### src/inc/serial_status_defines.svh
/*
  Offsets, field positions, reset values and timing counts for the
  second serial status register block.
  Assumes inclusion by bare name from the design file; the package does not include it.
*/
`ifndef SERIAL_STATUS_DEFINES_SVH
`define SERIAL_STATUS_DEFINES_SVH

// ==========================================================
// Register offsets (byte addresses on the plain port)
`define SS_OFF_STATUS2      8'h00
`define SS_OFF_CTRL         8'h01

// ==========================================================
// Field positions in the status register
`define SS_BIT_BRK_FLAG     7
`define SS_BIT_EDGE_FLAG    6
`define SS_BIT_RX_INV       4
`define SS_BIT_WAKE_IDLE    3
`define SS_BIT_LONG_BRK     1
`define SS_BIT_RX_ACTIVE    0

// Field positions in the control register
`define SS_BIT_NINE_BIT     0
`define SS_BIT_BRK_ON       1

// ==========================================================
// Reset values
`define SS_RST_STATUS2      8'h00
`define SS_RST_CTRL         8'h00

// ==========================================================
// Break and idle lengths in bit times
`define SS_BRK_BITS_SHORT   10
`define SS_BRK_BITS_NINE    11
`define SS_BRK_BITS_LONG    11
`define SS_BRK_BITS_LONG9   12
`define SS_CHAR_BITS        10
`define SS_CHAR_BITS_NINE   11

// ==========================================================
// Timing
`define SS_CLK_PERIOD_NS    10
`define SS_BIT_TIME_NS      8680
`define SS_BIT_CLKS         ((`SS_BIT_TIME_NS) / (`SS_CLK_PERIOD_NS))

`endif

### src/inc/serial_status_pkg.sv
/*
  Types shared by the second serial status register block.
  Assumes nothing beyond a SystemVerilog compiler.
*/
package serial_status_pkg;

  // ==========================================================
  // Register port request, one cycle per access
  typedef struct packed {
    logic       wr;
    logic       rd;
    logic [7:0] addr;
    logic [7:0] wdata;
  } bus_req_t;

  // ==========================================================
  // Receiver activity tracking
  typedef enum logic [1:0] {
    ST_IDLE   = 2'b00,
    ST_START  = 2'b01,
    ST_ACTIVE = 2'b10
  } rx_state_t;

endpackage : serial_status_pkg

### src/serial_status_two_flags.sv
/*
  Second serial status register: break and receive-edge event flags,
  receive polarity control, long-break select and receiver-active flag.
  Assumes a synchronous receive pin, one clock, and a plain register port
  whose read data appear in the cycle after the read strobe.
*/
`timescale 1ns/1ps
`include "serial_status_defines.svh"

module serial_status_two_flags #(
  parameter int BIT_CLKS = `SS_BIT_CLKS
) (
  input  wire logic                      i_clk,
  input  wire logic                      i_rst_n,
  input  wire logic                      i_ce,
  input  wire serial_status_pkg::bus_req_t i_bus,
  input  wire logic                      i_rxd,
  output logic [7:0]                     o_rdata,
  output logic                           o_rx_data,
  output logic                           o_err_suppress,
  output logic                           o_rx_active
);

  // ==========================================================
  // Parameter checks and widths
  localparam int MAX_CLKS = `SS_BRK_BITS_LONG9 * BIT_CLKS + 1;
  localparam int CW       = $clog2(MAX_CLKS + 1);

  // Elaboration-time refusal: half a bit must be at least one clock
  if (BIT_CLKS < 2) begin : g_bit_clks_check
    $error("BIT_CLKS must be at least 2");
  end

  // ==========================================================
  // State
  logic          brk_flag_r;
  logic          edge_flag_r;
  logic          rx_inv_r;
  logic          wake_idle_r;
  logic          long_brk_r;
  logic          nine_bit_r;
  logic          brk_on_r;
  logic          rx_prev_r;
  logic [CW-1:0] lo_cnt_r;
  logic [CW-1:0] st_cnt_r;
  logic [7:0]    rdata_r;
  logic          rx_data_r;
  logic          rx_active_r;
  serial_status_pkg::rx_state_t state_r;
  serial_status_pkg::rx_state_t state_nxt;
  logic [CW-1:0] st_cnt_nxt;

  // ==========================================================
  // Address decode
  wire wr_status = i_bus.wr && (i_bus.addr == `SS_OFF_STATUS2);
  wire wr_ctrl   = i_bus.wr && (i_bus.addr == `SS_OFF_CTRL);
  wire rd_status = i_bus.rd && (i_bus.addr == `SS_OFF_STATUS2);
  wire rd_ctrl   = i_bus.rd && (i_bus.addr == `SS_OFF_CTRL);

  // Write-one-to-clear strobes, zero bits leave the flag alone
  wire clr_brk  = wr_status && i_bus.wdata[`SS_BIT_BRK_FLAG];
  wire clr_edge = wr_status && i_bus.wdata[`SS_BIT_EDGE_FLAG];

  // ==========================================================
  // Receive data conditioning
  // Pin is xored once here so start, data, stop, break and idle all flip
  wire rx_eff  = i_rxd ^ rx_inv_r;
  // Falling of the conditioned line is a falling pin edge, or rising when inverted
  wire rx_fall = rx_prev_r && !rx_eff;

  // ==========================================================
  // Break threshold selection
  wire [CW-1:0] brk_bits = long_brk_r ?
                           (nine_bit_r ? CW'(`SS_BRK_BITS_LONG9) : CW'(`SS_BRK_BITS_LONG)) :
                           (nine_bit_r ? CW'(`SS_BRK_BITS_NINE)  : CW'(`SS_BRK_BITS_SHORT));
  wire [CW-1:0] brk_clks  = CW'(brk_bits * CW'(BIT_CLKS));
  wire [CW-1:0] char_clks = nine_bit_r ? CW'(`SS_CHAR_BITS_NINE * BIT_CLKS) :
                                         CW'(`SS_CHAR_BITS * BIT_CLKS);
  wire [CW-1:0] half_clks = CW'(BIT_CLKS / 2);

  // Counter saturates past the threshold so a long low line flags once
  wire lo_sat  = (lo_cnt_r == CW'(MAX_CLKS));
  wire brk_hit = brk_on_r && !rx_eff && (lo_cnt_r == brk_clks - CW'(1));

  // ==========================================================
  // Flag next values; a set in the clear cycle wins
  wire brk_nxt  = brk_hit || (brk_flag_r && !clr_brk);
  wire edge_nxt = rx_fall || (edge_flag_r && !clr_edge);

  // ==========================================================
  // Read mux, unmapped addresses read zero
  wire [7:0] status_word = {brk_flag_r, edge_flag_r, 1'b0, rx_inv_r,
                            wake_idle_r, 1'b0, long_brk_r, rx_active_r};
  wire [7:0] ctrl_word   = {6'h00, brk_on_r, nine_bit_r};
  wire [7:0] rdata_nxt   = rd_status ? status_word :
                           rd_ctrl   ? ctrl_word   : 8'h00;

  // ==========================================================
  // Receiver activity machine
  // Start must hold low for half a bit to count as valid
  always_comb begin
    state_nxt  = state_r;
    st_cnt_nxt = st_cnt_r;
    case (state_r)
      serial_status_pkg::ST_IDLE: begin
        st_cnt_nxt = '0;
        if (rx_fall) begin
          state_nxt = serial_status_pkg::ST_START;
        end
      end
      serial_status_pkg::ST_START: begin
        if (rx_eff) begin
          state_nxt  = serial_status_pkg::ST_IDLE;   // Glitch, not a start
          st_cnt_nxt = '0;
        end else if (st_cnt_r >= half_clks - CW'(1)) begin
          state_nxt  = serial_status_pkg::ST_ACTIVE;
          st_cnt_nxt = '0;
        end else begin
          st_cnt_nxt = st_cnt_r + CW'(1);
        end
      end
      serial_status_pkg::ST_ACTIVE: begin
        if (!rx_eff) begin
          st_cnt_nxt = '0;
        end else if (st_cnt_r >= char_clks - CW'(1)) begin
          state_nxt  = serial_status_pkg::ST_IDLE;
          st_cnt_nxt = '0;
        end else begin
          st_cnt_nxt = st_cnt_r + CW'(1);
        end
      end
      default: begin
        state_nxt  = serial_status_pkg::ST_IDLE;
        st_cnt_nxt = '0;
      end
    endcase
  end

  wire active_nxt = (state_nxt == serial_status_pkg::ST_ACTIVE);

  // ==========================================================
  // Event flags
  always_ff @(posedge i_clk) begin
    if (!i_rst_n) begin
      brk_flag_r  <= 1'b0;
      edge_flag_r <= 1'b0;
    end else if (i_ce) begin
      brk_flag_r  <= brk_nxt;
      edge_flag_r <= edge_nxt;
    end
  end

  // ==========================================================
  // Software controls
  always_ff @(posedge i_clk) begin
    if (!i_rst_n) begin
      rx_inv_r    <= 1'b0;
      wake_idle_r <= 1'b0;
      long_brk_r  <= 1'b0;
      nine_bit_r  <= 1'b0;
      brk_on_r    <= 1'b0;
    end else if (i_ce) begin
      if (wr_status) begin
        rx_inv_r    <= i_bus.wdata[`SS_BIT_RX_INV];
        wake_idle_r <= i_bus.wdata[`SS_BIT_WAKE_IDLE];
        long_brk_r  <= i_bus.wdata[`SS_BIT_LONG_BRK];
      end
      if (wr_ctrl) begin
        nine_bit_r <= i_bus.wdata[`SS_BIT_NINE_BIT];
        brk_on_r   <= i_bus.wdata[`SS_BIT_BRK_ON];
      end
    end
  end

  // ==========================================================
  // Line tracking and low-time counter
  // Idle line is high, so the edge history starts high
  always_ff @(posedge i_clk) begin
    if (!i_rst_n) begin
      rx_prev_r <= 1'b1;
      lo_cnt_r  <= '0;
    end else if (i_ce) begin
      rx_prev_r <= rx_eff;
      if (rx_eff) begin
        lo_cnt_r <= '0;
      end else if (!lo_sat) begin
        lo_cnt_r <= lo_cnt_r + CW'(1);
      end
    end
  end

  // ==========================================================
  // Activity machine registers
  always_ff @(posedge i_clk) begin
    if (!i_rst_n) begin
      state_r  <= serial_status_pkg::ST_IDLE;
      st_cnt_r <= '0;
    end else if (i_ce) begin
      state_r  <= state_nxt;
      st_cnt_r <= st_cnt_nxt;
    end
  end

  // ==========================================================
  // Registered outputs
  // Read data stand for one cycle only, zero otherwise
  always_ff @(posedge i_clk) begin
    if (!i_rst_n) begin
      rdata_r     <= 8'h00;
      rx_data_r   <= 1'b1;
      rx_active_r <= 1'b0;
    end else if (i_ce) begin
      rdata_r     <= rdata_nxt;
      rx_data_r   <= rx_eff;
      rx_active_r <= active_nxt;
    end
  end

  assign o_rdata        = rdata_r;
  assign o_rx_data      = rx_data_r;
  assign o_err_suppress = long_brk_r; // Receiver holds off framing and full flags
  assign o_rx_active    = rx_active_r;
endmodule : serial_status_two_flags

### config.mk
export PLATFORM = sky130hd
export DESIGN_NAME = serial_status_two_flags
export DESIGN_NICKNAME = d
export VERILOG_FILES = /design/src/inc/serial_status_pkg.sv /design/src/serial_status_two_flags.sv
export VERILOG_INCLUDE_DIRS = /design/src /design/src/inc
export SDC_FILE = /design/constraint.sdc
export NUM_CORES = 1
export LEC_CHECK = 0
export ABC_AREA = 1
export ABC_CLOCK_PERIOD_IN_PS = 2090
export BUFFER_PORTS_ARGS = -buffer_cell sky130_fd_sc_hd__clkbuf_2
export CAP_MARGIN = 40
export CORE_MARGIN = 8
export CORE_UTILIZATION = 50
export DETAILED_ROUTE_END_ITERATION = 6
export PLACE_DENSITY = 0.7
export SLEW_MARGIN = 20
export SYNTH_ARGS = -nofsm -noshare
export SYNTH_HDL_FRONTEND = slang
export SYNTH_SLANG_ARGS = --single-unit
export TNS_END_PERCENT = 30
### constraint.sdc
create_clock -name i_clk -period 2.09 [get_ports i_clk]
set_input_delay 0.418 -clock i_clk [delete_from_list [all_inputs] [get_ports i_clk]]
set_output_delay 0.418 -clock i_clk [all_outputs]
set_load 0.01 [all_outputs]
## Yosys cells after proc, flatten, opt, wreduce, memory -nomap -nowiden

Cells that the tools add are included.

| cells by class | value |
|---|---|
| add/subtract/negate cells | 4 |
| multiply operators | 1 |
| magnitude comparators | 2 |
| eq/ne operators | 7 |
| muxes and demuxes | 19 |
| bitwise gates (word level) | 1 |
| reduce and logical (&&, ||, !) cells | 21 |

Operator list:

| operator | count |
|---|---|
| $mux 14 | 6 |
| $add 14x1->14 const B | 2 |
| $pmux 14 s2 | 1 |
| $sub 14x1->14 const B | 2 |
| $eq 14x14->1 | 1 |
| $eq 14x14->1 const B | 1 |
| $ge 14x14->1 | 1 |
| $ge 14x9->1 const B | 1 |
| $mul 4x8->12 const B | 1 |
| $mux 2 | 6 |
| $logic_and 1x1->1 | 11 |
| $mux 11 | 1 |
| $eq 8x1->1 const B | 1 |
| $logic_not 8->1 | 1 |
| $mux 8 | 1 |
| $mux 3 | 2 |
| $pmux 2 s3 | 1 |
| $reduce_and 2->1 | 3 |
| $eq 2x2->1 const B | 2 |
| $logic_not 1->1 | 3 |
| $eq 2x1->1 const B | 1 |
| $logic_not 2->1 | 1 |
| $logic_or 1x1->1 | 2 |
| $ne 2x2->1 const B | 1 |
| 2 further kinds | 2 |

| word-level totals | value |
|---|---|
| flip-flop bits (word level) | 47 |
| bits of input ports | 22 |
| output and inout port bits | 11 |
| word-level logic and storage cells | 68 |

## Logic depth before layout (Yosys ltp)

Gate-level depths: netlist (run 1).

| depth | value |
|---|---|
| depth in word-level cells | 7 |
| gate-level depth with buffers | 15 |
| mapped depth without buffers | 15 |

## Least setup slack after synthesis (run 1)

OpenSTA, ideal clock, no wires.

| path | value |
|---|---|
| path type | register -> register |
| start | reg nine_bit_r |
| end | reg st_cnt_r[10] |
| library setup time | 71 ps |
| arrival | 1614 ps |
| required time | 2019 ps |
| path slack | 405 ps |
| cell stages (with the launch flop) | 12 |
| buffers on the path | 0 |
| period minus slack after synthesis | 1685 ps |
| cell sequence | dfxtp_1 > inv_1 > ha_1 > nand2_1 > nand2_1 > nand2_1 > nand3_1 > nand2_1 > nand3b_1 > o21ai_4 > nand3_1 > a21oi_1 |

| on the way | value |
|---|---|
| longest elaborated chain between the ends | 6 |

Ends and longest elaborated chain:

| what | RTL line | source |
|---|---|---|
| start, declared | serial_status_two_flags.sv:41 | `logic nine_bit_r;` |
| start signal, assigned | serial_status_two_flags.sv:169 | `` nine_bit_r <= i_bus.wdata[`SS_BIT_NINE_BIT]; `` |
| $mux 11 | serial_status_two_flags.sv:77 | `` wire [CW-1:0] char_clks = nine_bit_r ? CW'(`SS_CHAR_BITS_NINE * BIT_CLKS) : `` |
| $sub 14x1->14 | serial_status_two_flags.sv:125 | `end else if (st_cnt_r >= char_clks - CW'(1)) begin` |
| $ge 14x14->1 | serial_status_two_flags.sv:125 |  |
| $mux 14 | serial_status_two_flags.sv:125 |  |
| $mux 14 | serial_status_two_flags.sv:123 | `if (!rx_eff) begin` |
| $pmux 14 s2 | serial_status_two_flags.sv:104 | `case (state_r)` |
| end signal, assigned | serial_status_two_flags.sv:200 | `st_cnt_r <= st_cnt_nxt;` |
| end, declared | serial_status_two_flags.sv:45 | `logic [CW-1:0] st_cnt_r;` |

Every way passes these cells.
A chain may end at the register's enable or synchronous reset.

## Worst setup path after layout (run 1)

| path | value |
|---|---|
| start | reg nine_bit_r |
| end | reg st_cnt_r[12] |

The elaborated chain is that of the path after synthesis.

==> reports/qor.csv, run 1 <==
metric;value;unit
fin_area;0.00343;mm^2
setup.worst_path.end_class;flip-flop;
synthesis.area;0.00305;mm^2
die_w;94.1;um
crit_type;reg -> reg;
die_y;94.1;um
async_flop_share;0;%
insertion_delay;0.31;ns
required;2.32;ns
syn_inst;460;
htree_levels;2;
cts_tree;done;
grt_max_degree;25;
rrSetupSlack;0.25;ns
ir_worst_vdd;0.244;mV
post_drt_via_cell_ratio;5.15;
drt_iter0_markers;126;
hpwl;5.24;mm
grtUsageTotal;17.1;%
numPortBuffers;28;
routedWlPerCell;12.1;um
area_delta_synth_final;12.3;%
core;0.00592;mm^2
fin_crit;1.84;ns
p_leak;1.43;nW
drc;0;
overflow;0;
wl;6.93;mm
ctsLongestPathBuffers;2;
synthFlopType;dfxtp_1;
hold_violations;0;
fin_tns_setup;0;ns
vias;2944;
layout.nets;537;
fin_skew;0.0118;ns
final_antenna_net_count;0;
arrival;2.07;ns
synth-edff-count;0;
first_pass_iters;4;
cts.clk_slew.worst_paths;0.09;ns
grt_pass1_wl;12.6;mm
utilization;57.9;%
start_kind;flip-flop;
synth_top_area_share;29.5;%
layout-drive-gt1-share;14.3;%
fmax;545;MHz
cts.sinks;45;
fin_crit_sh;87.8;%
outcome;finished clean;
power.density;506;mW/mm^2
finalSetupViolCount;0;
drv_slew;0;
diodes;0;
rsz0062_at_grt;false;
antenna_found_initial;0;
ys_ff_latch;45;
seq_area_frac_synth;29.5;%
yosysTopAreaCell;dfxtp_1;
clockRootBuffer;clkbuf_8;
setup_ws;0.255;ns
grt_pass1_vias;2755;
yosysWarnings;0;
crit_fanout;6;
gp_congestion;0.885;
rows;28;
syn_area_per_cell;6.63;um^2
dieArea;0.00886;mm^2
dpl-instance-area;0.00331;mm^2
initial_core_util;51.5;%
min_path_type;in -> reg;
pre_cts_slack;0.278;ns
post_cts_buffers;0;
ctsHoldBuffers;0;
synth_area_leaders;dfxtp_1, nand2_1, ha_1;
postCtsResizedCells;0;
numCtsBuffers;5;
max_cap_violations;0;
ios;33;
synth_cell_type_count;39;
[cell families (layout without fill, tap and decap cells)]
logic type,count (synthesis),after routing,synth area share [%]
AO/OA/AOI/OAI,69,69,12.6
adder cells (fa/ha/maj),19,19,7.79
XOR/XNOR,18,18,5.78
other,1,2,0.123
buffers and inverters,67,103,9.27
flip-flops,45,45,29.5
AND/OR/NAND/NOR,241,241,34.9
[critical path: stages, from the launching register on]
cell      delay, ns
dfxtp_1        0.39
inv_1          0.14
ha_1           0.33
nand2_1        0.06
inv_1          0.03
nand3_1        0.07
nand3_1        0.07
nand2_1        0.10
nand3b_1       0.13
o21ai_4        0.21
nand3_1        0.09
a21oi_1        0.13
[synthesized netlist by cell type (7+ instances only)]
cell type,count
nand4_1,12
o21ai_0,16
nand3_1,34
ha_1,19
dfxtp_1,45
nor2_1,62
clkbuf_1,7
a21oi_1,42
inv_1,49
nor3_1,11
xor2_1,15
nand2_1,102
[cell type report]
type / instances / area (um^2)
multi-input cells: 349 / 1870
inverters: 53 / 201
clock buffers: 5 / 68.8
repair buffers: 42 / 245
clock inverters: 3 / 46.3
well taps: 75 / 93.8
fillers: 570 / 2490
flip-flops and latches: 45 / 901
[power by group]
part / total [mW] / internal [mW] / switching [mW] / leakage [nW]
Clock: 0.683 / 0.358 / 0.325 / 0.0543
Sequential: 0.879 / 0.870 / 0.00880 / 0.365
Combinational: 0.172 / 0.0614 / 0.110 / 1.01
Total: 1.73 / 1.29 / 0.444 / 1.43
[worst paths after layout]
kind | cells past startpoint | startpoint | endpoint
max | 11 | nine_bit_r | st_cnt_r[12]
min reg2reg | 2 | brk_flag_r | o_rdata[7]
max reg2reg | 11 | nine_bit_r | st_cnt_r[12]
min | 3 | i_bus[4] | rx_inv_r
[layer usage]
metal / part of all wire (%) / track usage [%]
met4: 1.5 / 5.55
met1: 51 / 23.4
met5: 0 / 0
met2: 44 / 26.8
met3: 3.0 / 2.16
[state kept, by name (all words and copies together) (netlist names), 2 cells and up]
signal,count
lo_cnt_r,14
st_cnt_r,14
state_r,2
o_rdata,6
[stage by stage]
| stage | std cells | hold WS, ns | power (mW) |
|---|---|---|---|
| 3_3_place_gp | 564 | 0.448 | 1.07 |
| 2_1_floorplan | 461 | 0.437 | 1.01 |
| 3_5_place_dp | 564 | 0.459 | 1.07 |
| 6_report | 572 | 0.361 | 1.73 |
| 5_1_grt | 572 | 0.375 | 1.81 |
| 4_1_cts | 572 | 0.354 | 1.75 |
[cells in the final DEF (no fill, tap or decap), drive strengths merged]
cell | netlist | final
nand2 | 105 | 105
nor2 | 64 | 64
inv | 52 | 52
dfxtp | 45 | 45
a21oi | 43 | 43
nand3 | 34 | 34
clkbuf | 7 | 33
o21ai | 21 | 21
ha | 19 | 19
xor2 | 15 | 15
buf | 7 | 14
nor3 | 13 | 13
nand4 | 12 | 12
nor4 | 4 | 4
or2 | 4 | 4
xnor2 | 3 | 3
nor3b | 3 | 3
nand3b | 2 | 2
o21a | 2 | 2
conb | 1 | 2
clkinv | 1 | 2
a41oi | 1 | 1
o22ai | 1 | 1
a31o | 1 | 1
bufinv | 0 | 1
clkinvlp | 0 | 1
No activity file was read; power rests on OpenSTA's default activity.
==> run 2, diff against run 1 <==
PLACE_DENSITY = 0.82   (was 0.7)
==> reports/qor.csv, run 2 (synthesis gave the netlist of run 1 again) <==
metric;value;unit
numPortBuffers;28;
final_cell_mix;nand2_1, nor2_1, inv_1, dfxtp_1, a21oi_1;
gp_congestion;0.913;
grt_max_degree;22;
whs;0.376;ns
setup.worst_path.end_class;flip-flop;
cts_tree;done;
core;0.00592;mm^2
netSwitchingFraction;25.5;%
ir_worst_vdd;0.320;mV
final_common_cell;nand2_1;
insertion_delay;0.30;ns
die_y;94.1;um
first_pass_iters;4;
ios;33;
power.share.clock;36.4;%
final_antenna_net_count;0;
clockRootBuffer;clkbuf_8;
power.density;485;mW/mm^2
finalSetupViolCount;0;
overflow;0;
p_seq_share;53.3;%
cts.sinks;45;
routedWlPerCell;12.7;um
grt_pass1_vias;2955;
fin_crit;1.93;ns
outcome;finished clean;
required;2.33;ns
layout.nets;535;
dieArea;0.00886;mm^2
numCtsBuffers;5;
max_cap_violations;0;
layout-drive-gt1-share;14.1;%
cts.clk_slew.worst_paths;0.08;ns
p_leak;1.42;nW
htree_levels;2;
arrival;2.16;ns
vias;3008;
crit_type;reg -> reg;
ctsLongestPathBuffers;2;
post_drt_via_cell_ratio;5.28;
grtUsageTotal;17.2;%
wl;7.27;mm
fin_skew;0.00541;ns
crit_fanout;5;
fmax;519;MHz
die_w;94.1;um
grt_pass1_wl;12.8;mm
drc;0;
p_comb_share;10.4;%
hold_violations;0;
drv_slew;0;
min_path_type;in -> reg;
area_delta_synth_final;11.5;%
hpwl;5.48;mm
rows;28;
p_switching;0.421;mW
antenna_found_initial;0;
diodes;0;
p_int;1.23;mW
initial_core_util;51.5;%
drt_iter0_markers;184;
power;1.65;mW
start_kind;flip-flop;
fin_crit_sh;92.2;%
## run 2: changes by cell type in the layout (fill, tap and decap cells not counted), sizes merged
cell,before,now
clkinvlp,1,0
bufinv,1,0
clkbuf,33,35
buf,14,12
## run 2: worst paths after layout
path	startpoint	to	slack, ns	depth (start not counted)
max	nine_bit_r	o_rx_active	0.16	13
min	i_bus[3]	wake_idle_r	0.38	3
min reg2reg	brk_flag_r	o_rdata[7]	0.47	2
max reg2reg	nine_bit_r	o_rx_active	0.16	13
## run 2: layout make-up
cell class,count,area (um^2)
fillers,554,2520
inverters,53,201
clock inverters,1,5.00
well taps,75,93.8
repair buffers,40,230
flip-flops and latches,45,901
multi-input cells,349,1870
clock buffers,7,96.3
## run 2: worst max-delay path, stage by stage, from the launching register on
cell,delay [ns]
dfxtp_1,0.40
inv_1,0.15
ha_1,0.31
nand2_1,0.06
inv_1,0.05
nand3_1,0.09
nand2_1,0.06
nor2_1,0.14
nand2_1,0.11
nand2_1,0.08
nor2_1,0.05
nor2_2,0.15
nand2_1,0.10
a21oi_2,0.11
## run 2: routing by layer
| layer | GRT usage, % | vias up | share of wire (%) | wire [um] |
|---|---|---|---|---|
| li1 | - | 1553 | - | - |
| met3 | 3.04 | 11 | 5.3 | 388 |
| met2 | 30.0 | 85 | 48 | 3510 |
| met5 | 0 | - | 0 | 0 |
| met4 | 7.00 | 0 | 1.7 | 124 |
| met1 | 20.3 | 1359 | 45 | 3250 |
## run 2: what timing repair did
action                                  CTS  global route
endpoints found under the setup margin    0             1
resized for setup                         0             1
hold buffers                              0             0
setup buffers                             0             0
## run 2: power groups by stage
stage	registers, mW	logic (mW)	clock network [mW]
6_report	0.879	0.171	0.600
5_1_grt	0.880	0.193	0.646
3_5_place_dp	0.899	0.171	0
3_3_place_gp	0.898	0.166	0
4_1_cts	0.879	0.172	0.610
2_1_floorplan	0.902	0.107	0
## run 2: per-stage QoR
step	setup WS, ns	util (%)	cells	area, um^2	TNS (ns)
finish	0.164	57.5	570	3400	0
floorplan	0.405	-	461	3060	0
CTS	0.171	57.4	570	3400	0
detailed placement	0.191	55.7	562	3300	0
global route	-0.0105	57.5	570	3400	-0.0105
global placement	0.229	55.7	562	3300	0
==> run 3, diff against run 2 <==
ABC_AREA = not set   (was 1)
==> reports/qor.csv, run 3 <==
metric;value;unit
outcome;finished with violations;
violations;negative setup slack;
max_slew.worst_pin.slew;0.824;ns
grt_pass1_wl;9.91;mm
cts.clk_slew.worst_paths;0.09;ns
diodes;0;
hpwl;4.34;mm
fin_tns_setup;-0.0824;ns
rrSetupSlack;-0.06;ns
vias;2369;
fin_crit;2.15;ns
die_w;88.0;um
crit_fanout;5;
setup_ws;-0.0649;ns
hold_violations;0;
arrival;2.35;ns
maxSlewHeadroom;44.8;%
crit_type;reg -> reg;
synth-edff-count;0;
final_cell_mix;dfxtp_1, nand2_1, nor2_1, clkbuf_2, nand3_1;
rows;26;
clockRootBuffer;clkbuf_8;
post_drt_via_cell_ratio;5.59;
htree_levels;2;
synth_top_area_share;34.7;%
rsz0062_at_grt;true;
antenna_found_initial;0;
post_cts_buffers;0;
syn_inst;312;
syn_area_per_cell;8.31;um^2
layout-drive-gt1-share;22.0;%
grt_max_degree;17;
numPortBuffers;28;
wl;6.04;mm
fillerInstances;422;
overflow;0;
utilization;61.1;%
start_kind;flip-flop;
cts_tree;done;
synth_cell_type_count;56;
grtUsageTotal;15.8;%
dieArea;0.00775;mm^2
core;0.00504;mm^2
grt_pass1_vias;2235;
power.density;498;mW/mm^2
drv_slew;0;
synthTopCellsByCount;dfxtp_1, nand2_1, nor2_1;
first_pass_iters;4;
ctsLongestPathBuffers;2;
yosysTopAreaCell;dfxtp_1;
drc;0;
ys_ff_latch;45;
max_cap_violations;0;
routedWlPerCell;14.2;um
regArea;907;um^2
gp_congestion;0.845;
final_antenna_net_count;0;
synth_area_leaders;dfxtp_1, ha_1, nand2_1;
yosysWarnings;0;
die_y;88.0;um
drt_iter0_markers;133;
min_path_type;in -> reg;
initial_core_util;51.4;%
p_leak;1.16;nW
cts.sinks;45;
insertion_delay;0.31;ns
async_flop_share;0;%
final_common_cell;dfxtp_1;
setup.worst_path.end_class;flip-flop;
fin_skew;0.0164;ns
ir_worst_vdd;0.340;mV
ctsHoldBuffers;0;
seq_area_frac_synth;34.7;%
synthesis.area;0.00259;mm^2
fin_crit_sh;103;%
layout.nets;394;
fmax;464;MHz
required;2.29;ns
synthFlopType;dfxtp_1;
finalSetupViolCount;2;
multi_input_area;0.00167;mm^2
yosysMostFrequentCell;dfxtp_1;
area_delta_synth_final;18.8;%
ios;33;
numCtsBuffers;5;
[run 3: cell types whose count changed in the layout (fill, tap and decap cells not counted), sizes merged, moves of 7 or more]
cell / delta
xnor2: +9
a21oi: -32
inv: -39
nor3: -7
nor2: -26
nand2: -64
nand3: -11
o21ai: -13
[run 3: kinds of logic (layout without fill, tap and decap cells)]
family	Yosys count	count (layout)	share of synthesized area, %
AO/OA/AOI/OAI	52	52	15.7
XOR/XNOR	22	22	7.72
adder cells (fa/ha/maj)	19	19	9.17
buffers and inverters	25	66	4.05
flip-flops	45	45	34.7
multiplexers	5	5	1.93
other	1	2	0.145
AND/OR/NAND/NOR	143	143	26.5
[run 3: report_power, final]
| part | internal (mW) | switching [mW] | total (mW) |
|---|---|---|---|
| sequential | 0.861 | 0.00507 | 0.866 |
| clock | 0.238 | 0.323 | 0.560 |
| combinational | 0.0459 | 0.0622 | 0.108 |
[run 3: layer usage]
metal  global-route usage, %  part of all wire [%]  up-vias
met5                       0                     0        -
met4                    6.30                   1.8        0
met3                    2.44                   3.7       12
met2                    28.2                    50       58
met1                    18.3                    44     1117
li1                        -                     -     1182
[run 3: critical path: stages (launching register included)]
cell and delay, ns:
dfxtp_4 0.43, ha_4 0.21, a21o_1 0.16, a311oi_2 0.27, a2bb2oi_2 0.23, a211oi_2 0.07
or4_1 0.52, o211a_1 0.14
[run 3: layout make-up]
class / instances / share of cell area [%]
clock buffer: 5 / 2.23
clock inverter: 3 / 0.690
inverter: 14 / 1.87
multi-input combinational: 243 / 54.3
sequential: 45 / 29.4
tap: 70 / 2.84
timing repair buffer: 44 / 8.57
[run 3: worst paths after layout]
check	cells after the start	endpoint	startpoint
worst max-delay path	7	o_rx_active	nine_bit_r
worst min-delay path	3	wake_idle_r	i_bus[3]
worst max register to register	7	o_rx_active	nine_bit_r
worst min register to register	2	wake_idle_r	wake_idle_r
[run 3: timing repair]
| item | CTS | global route |
|---|---|---|
| pin swaps | 3 | 8 |
| gates cloned | 0 | 1 |
| resized for setup | 6 | 14 |
| setup endpoints to repair | 9 | 14 |
[run 3: stage by stage]
step / cells / hold slack, ns / power (mW) / setup WS (ns) / cell area (um^2)
4_1_cts: 423 / 0.330 / 1.54 / -0.0241 / 3000
3_5_place_dp: 415 / 0.453 / 0.991 / -0.114 / 2890
2_1_floorplan: 313 / 0.436 / 0.947 / 0.00274 / 2600
3_3_place_gp: 415 / 0.448 / 0.988 / -0.0476 / 2890
6_report: 424 / 0.338 / 1.53 / -0.0649 / 3080
5_1_grt: 424 / 0.332 / 1.59 / -0.148 / 3080
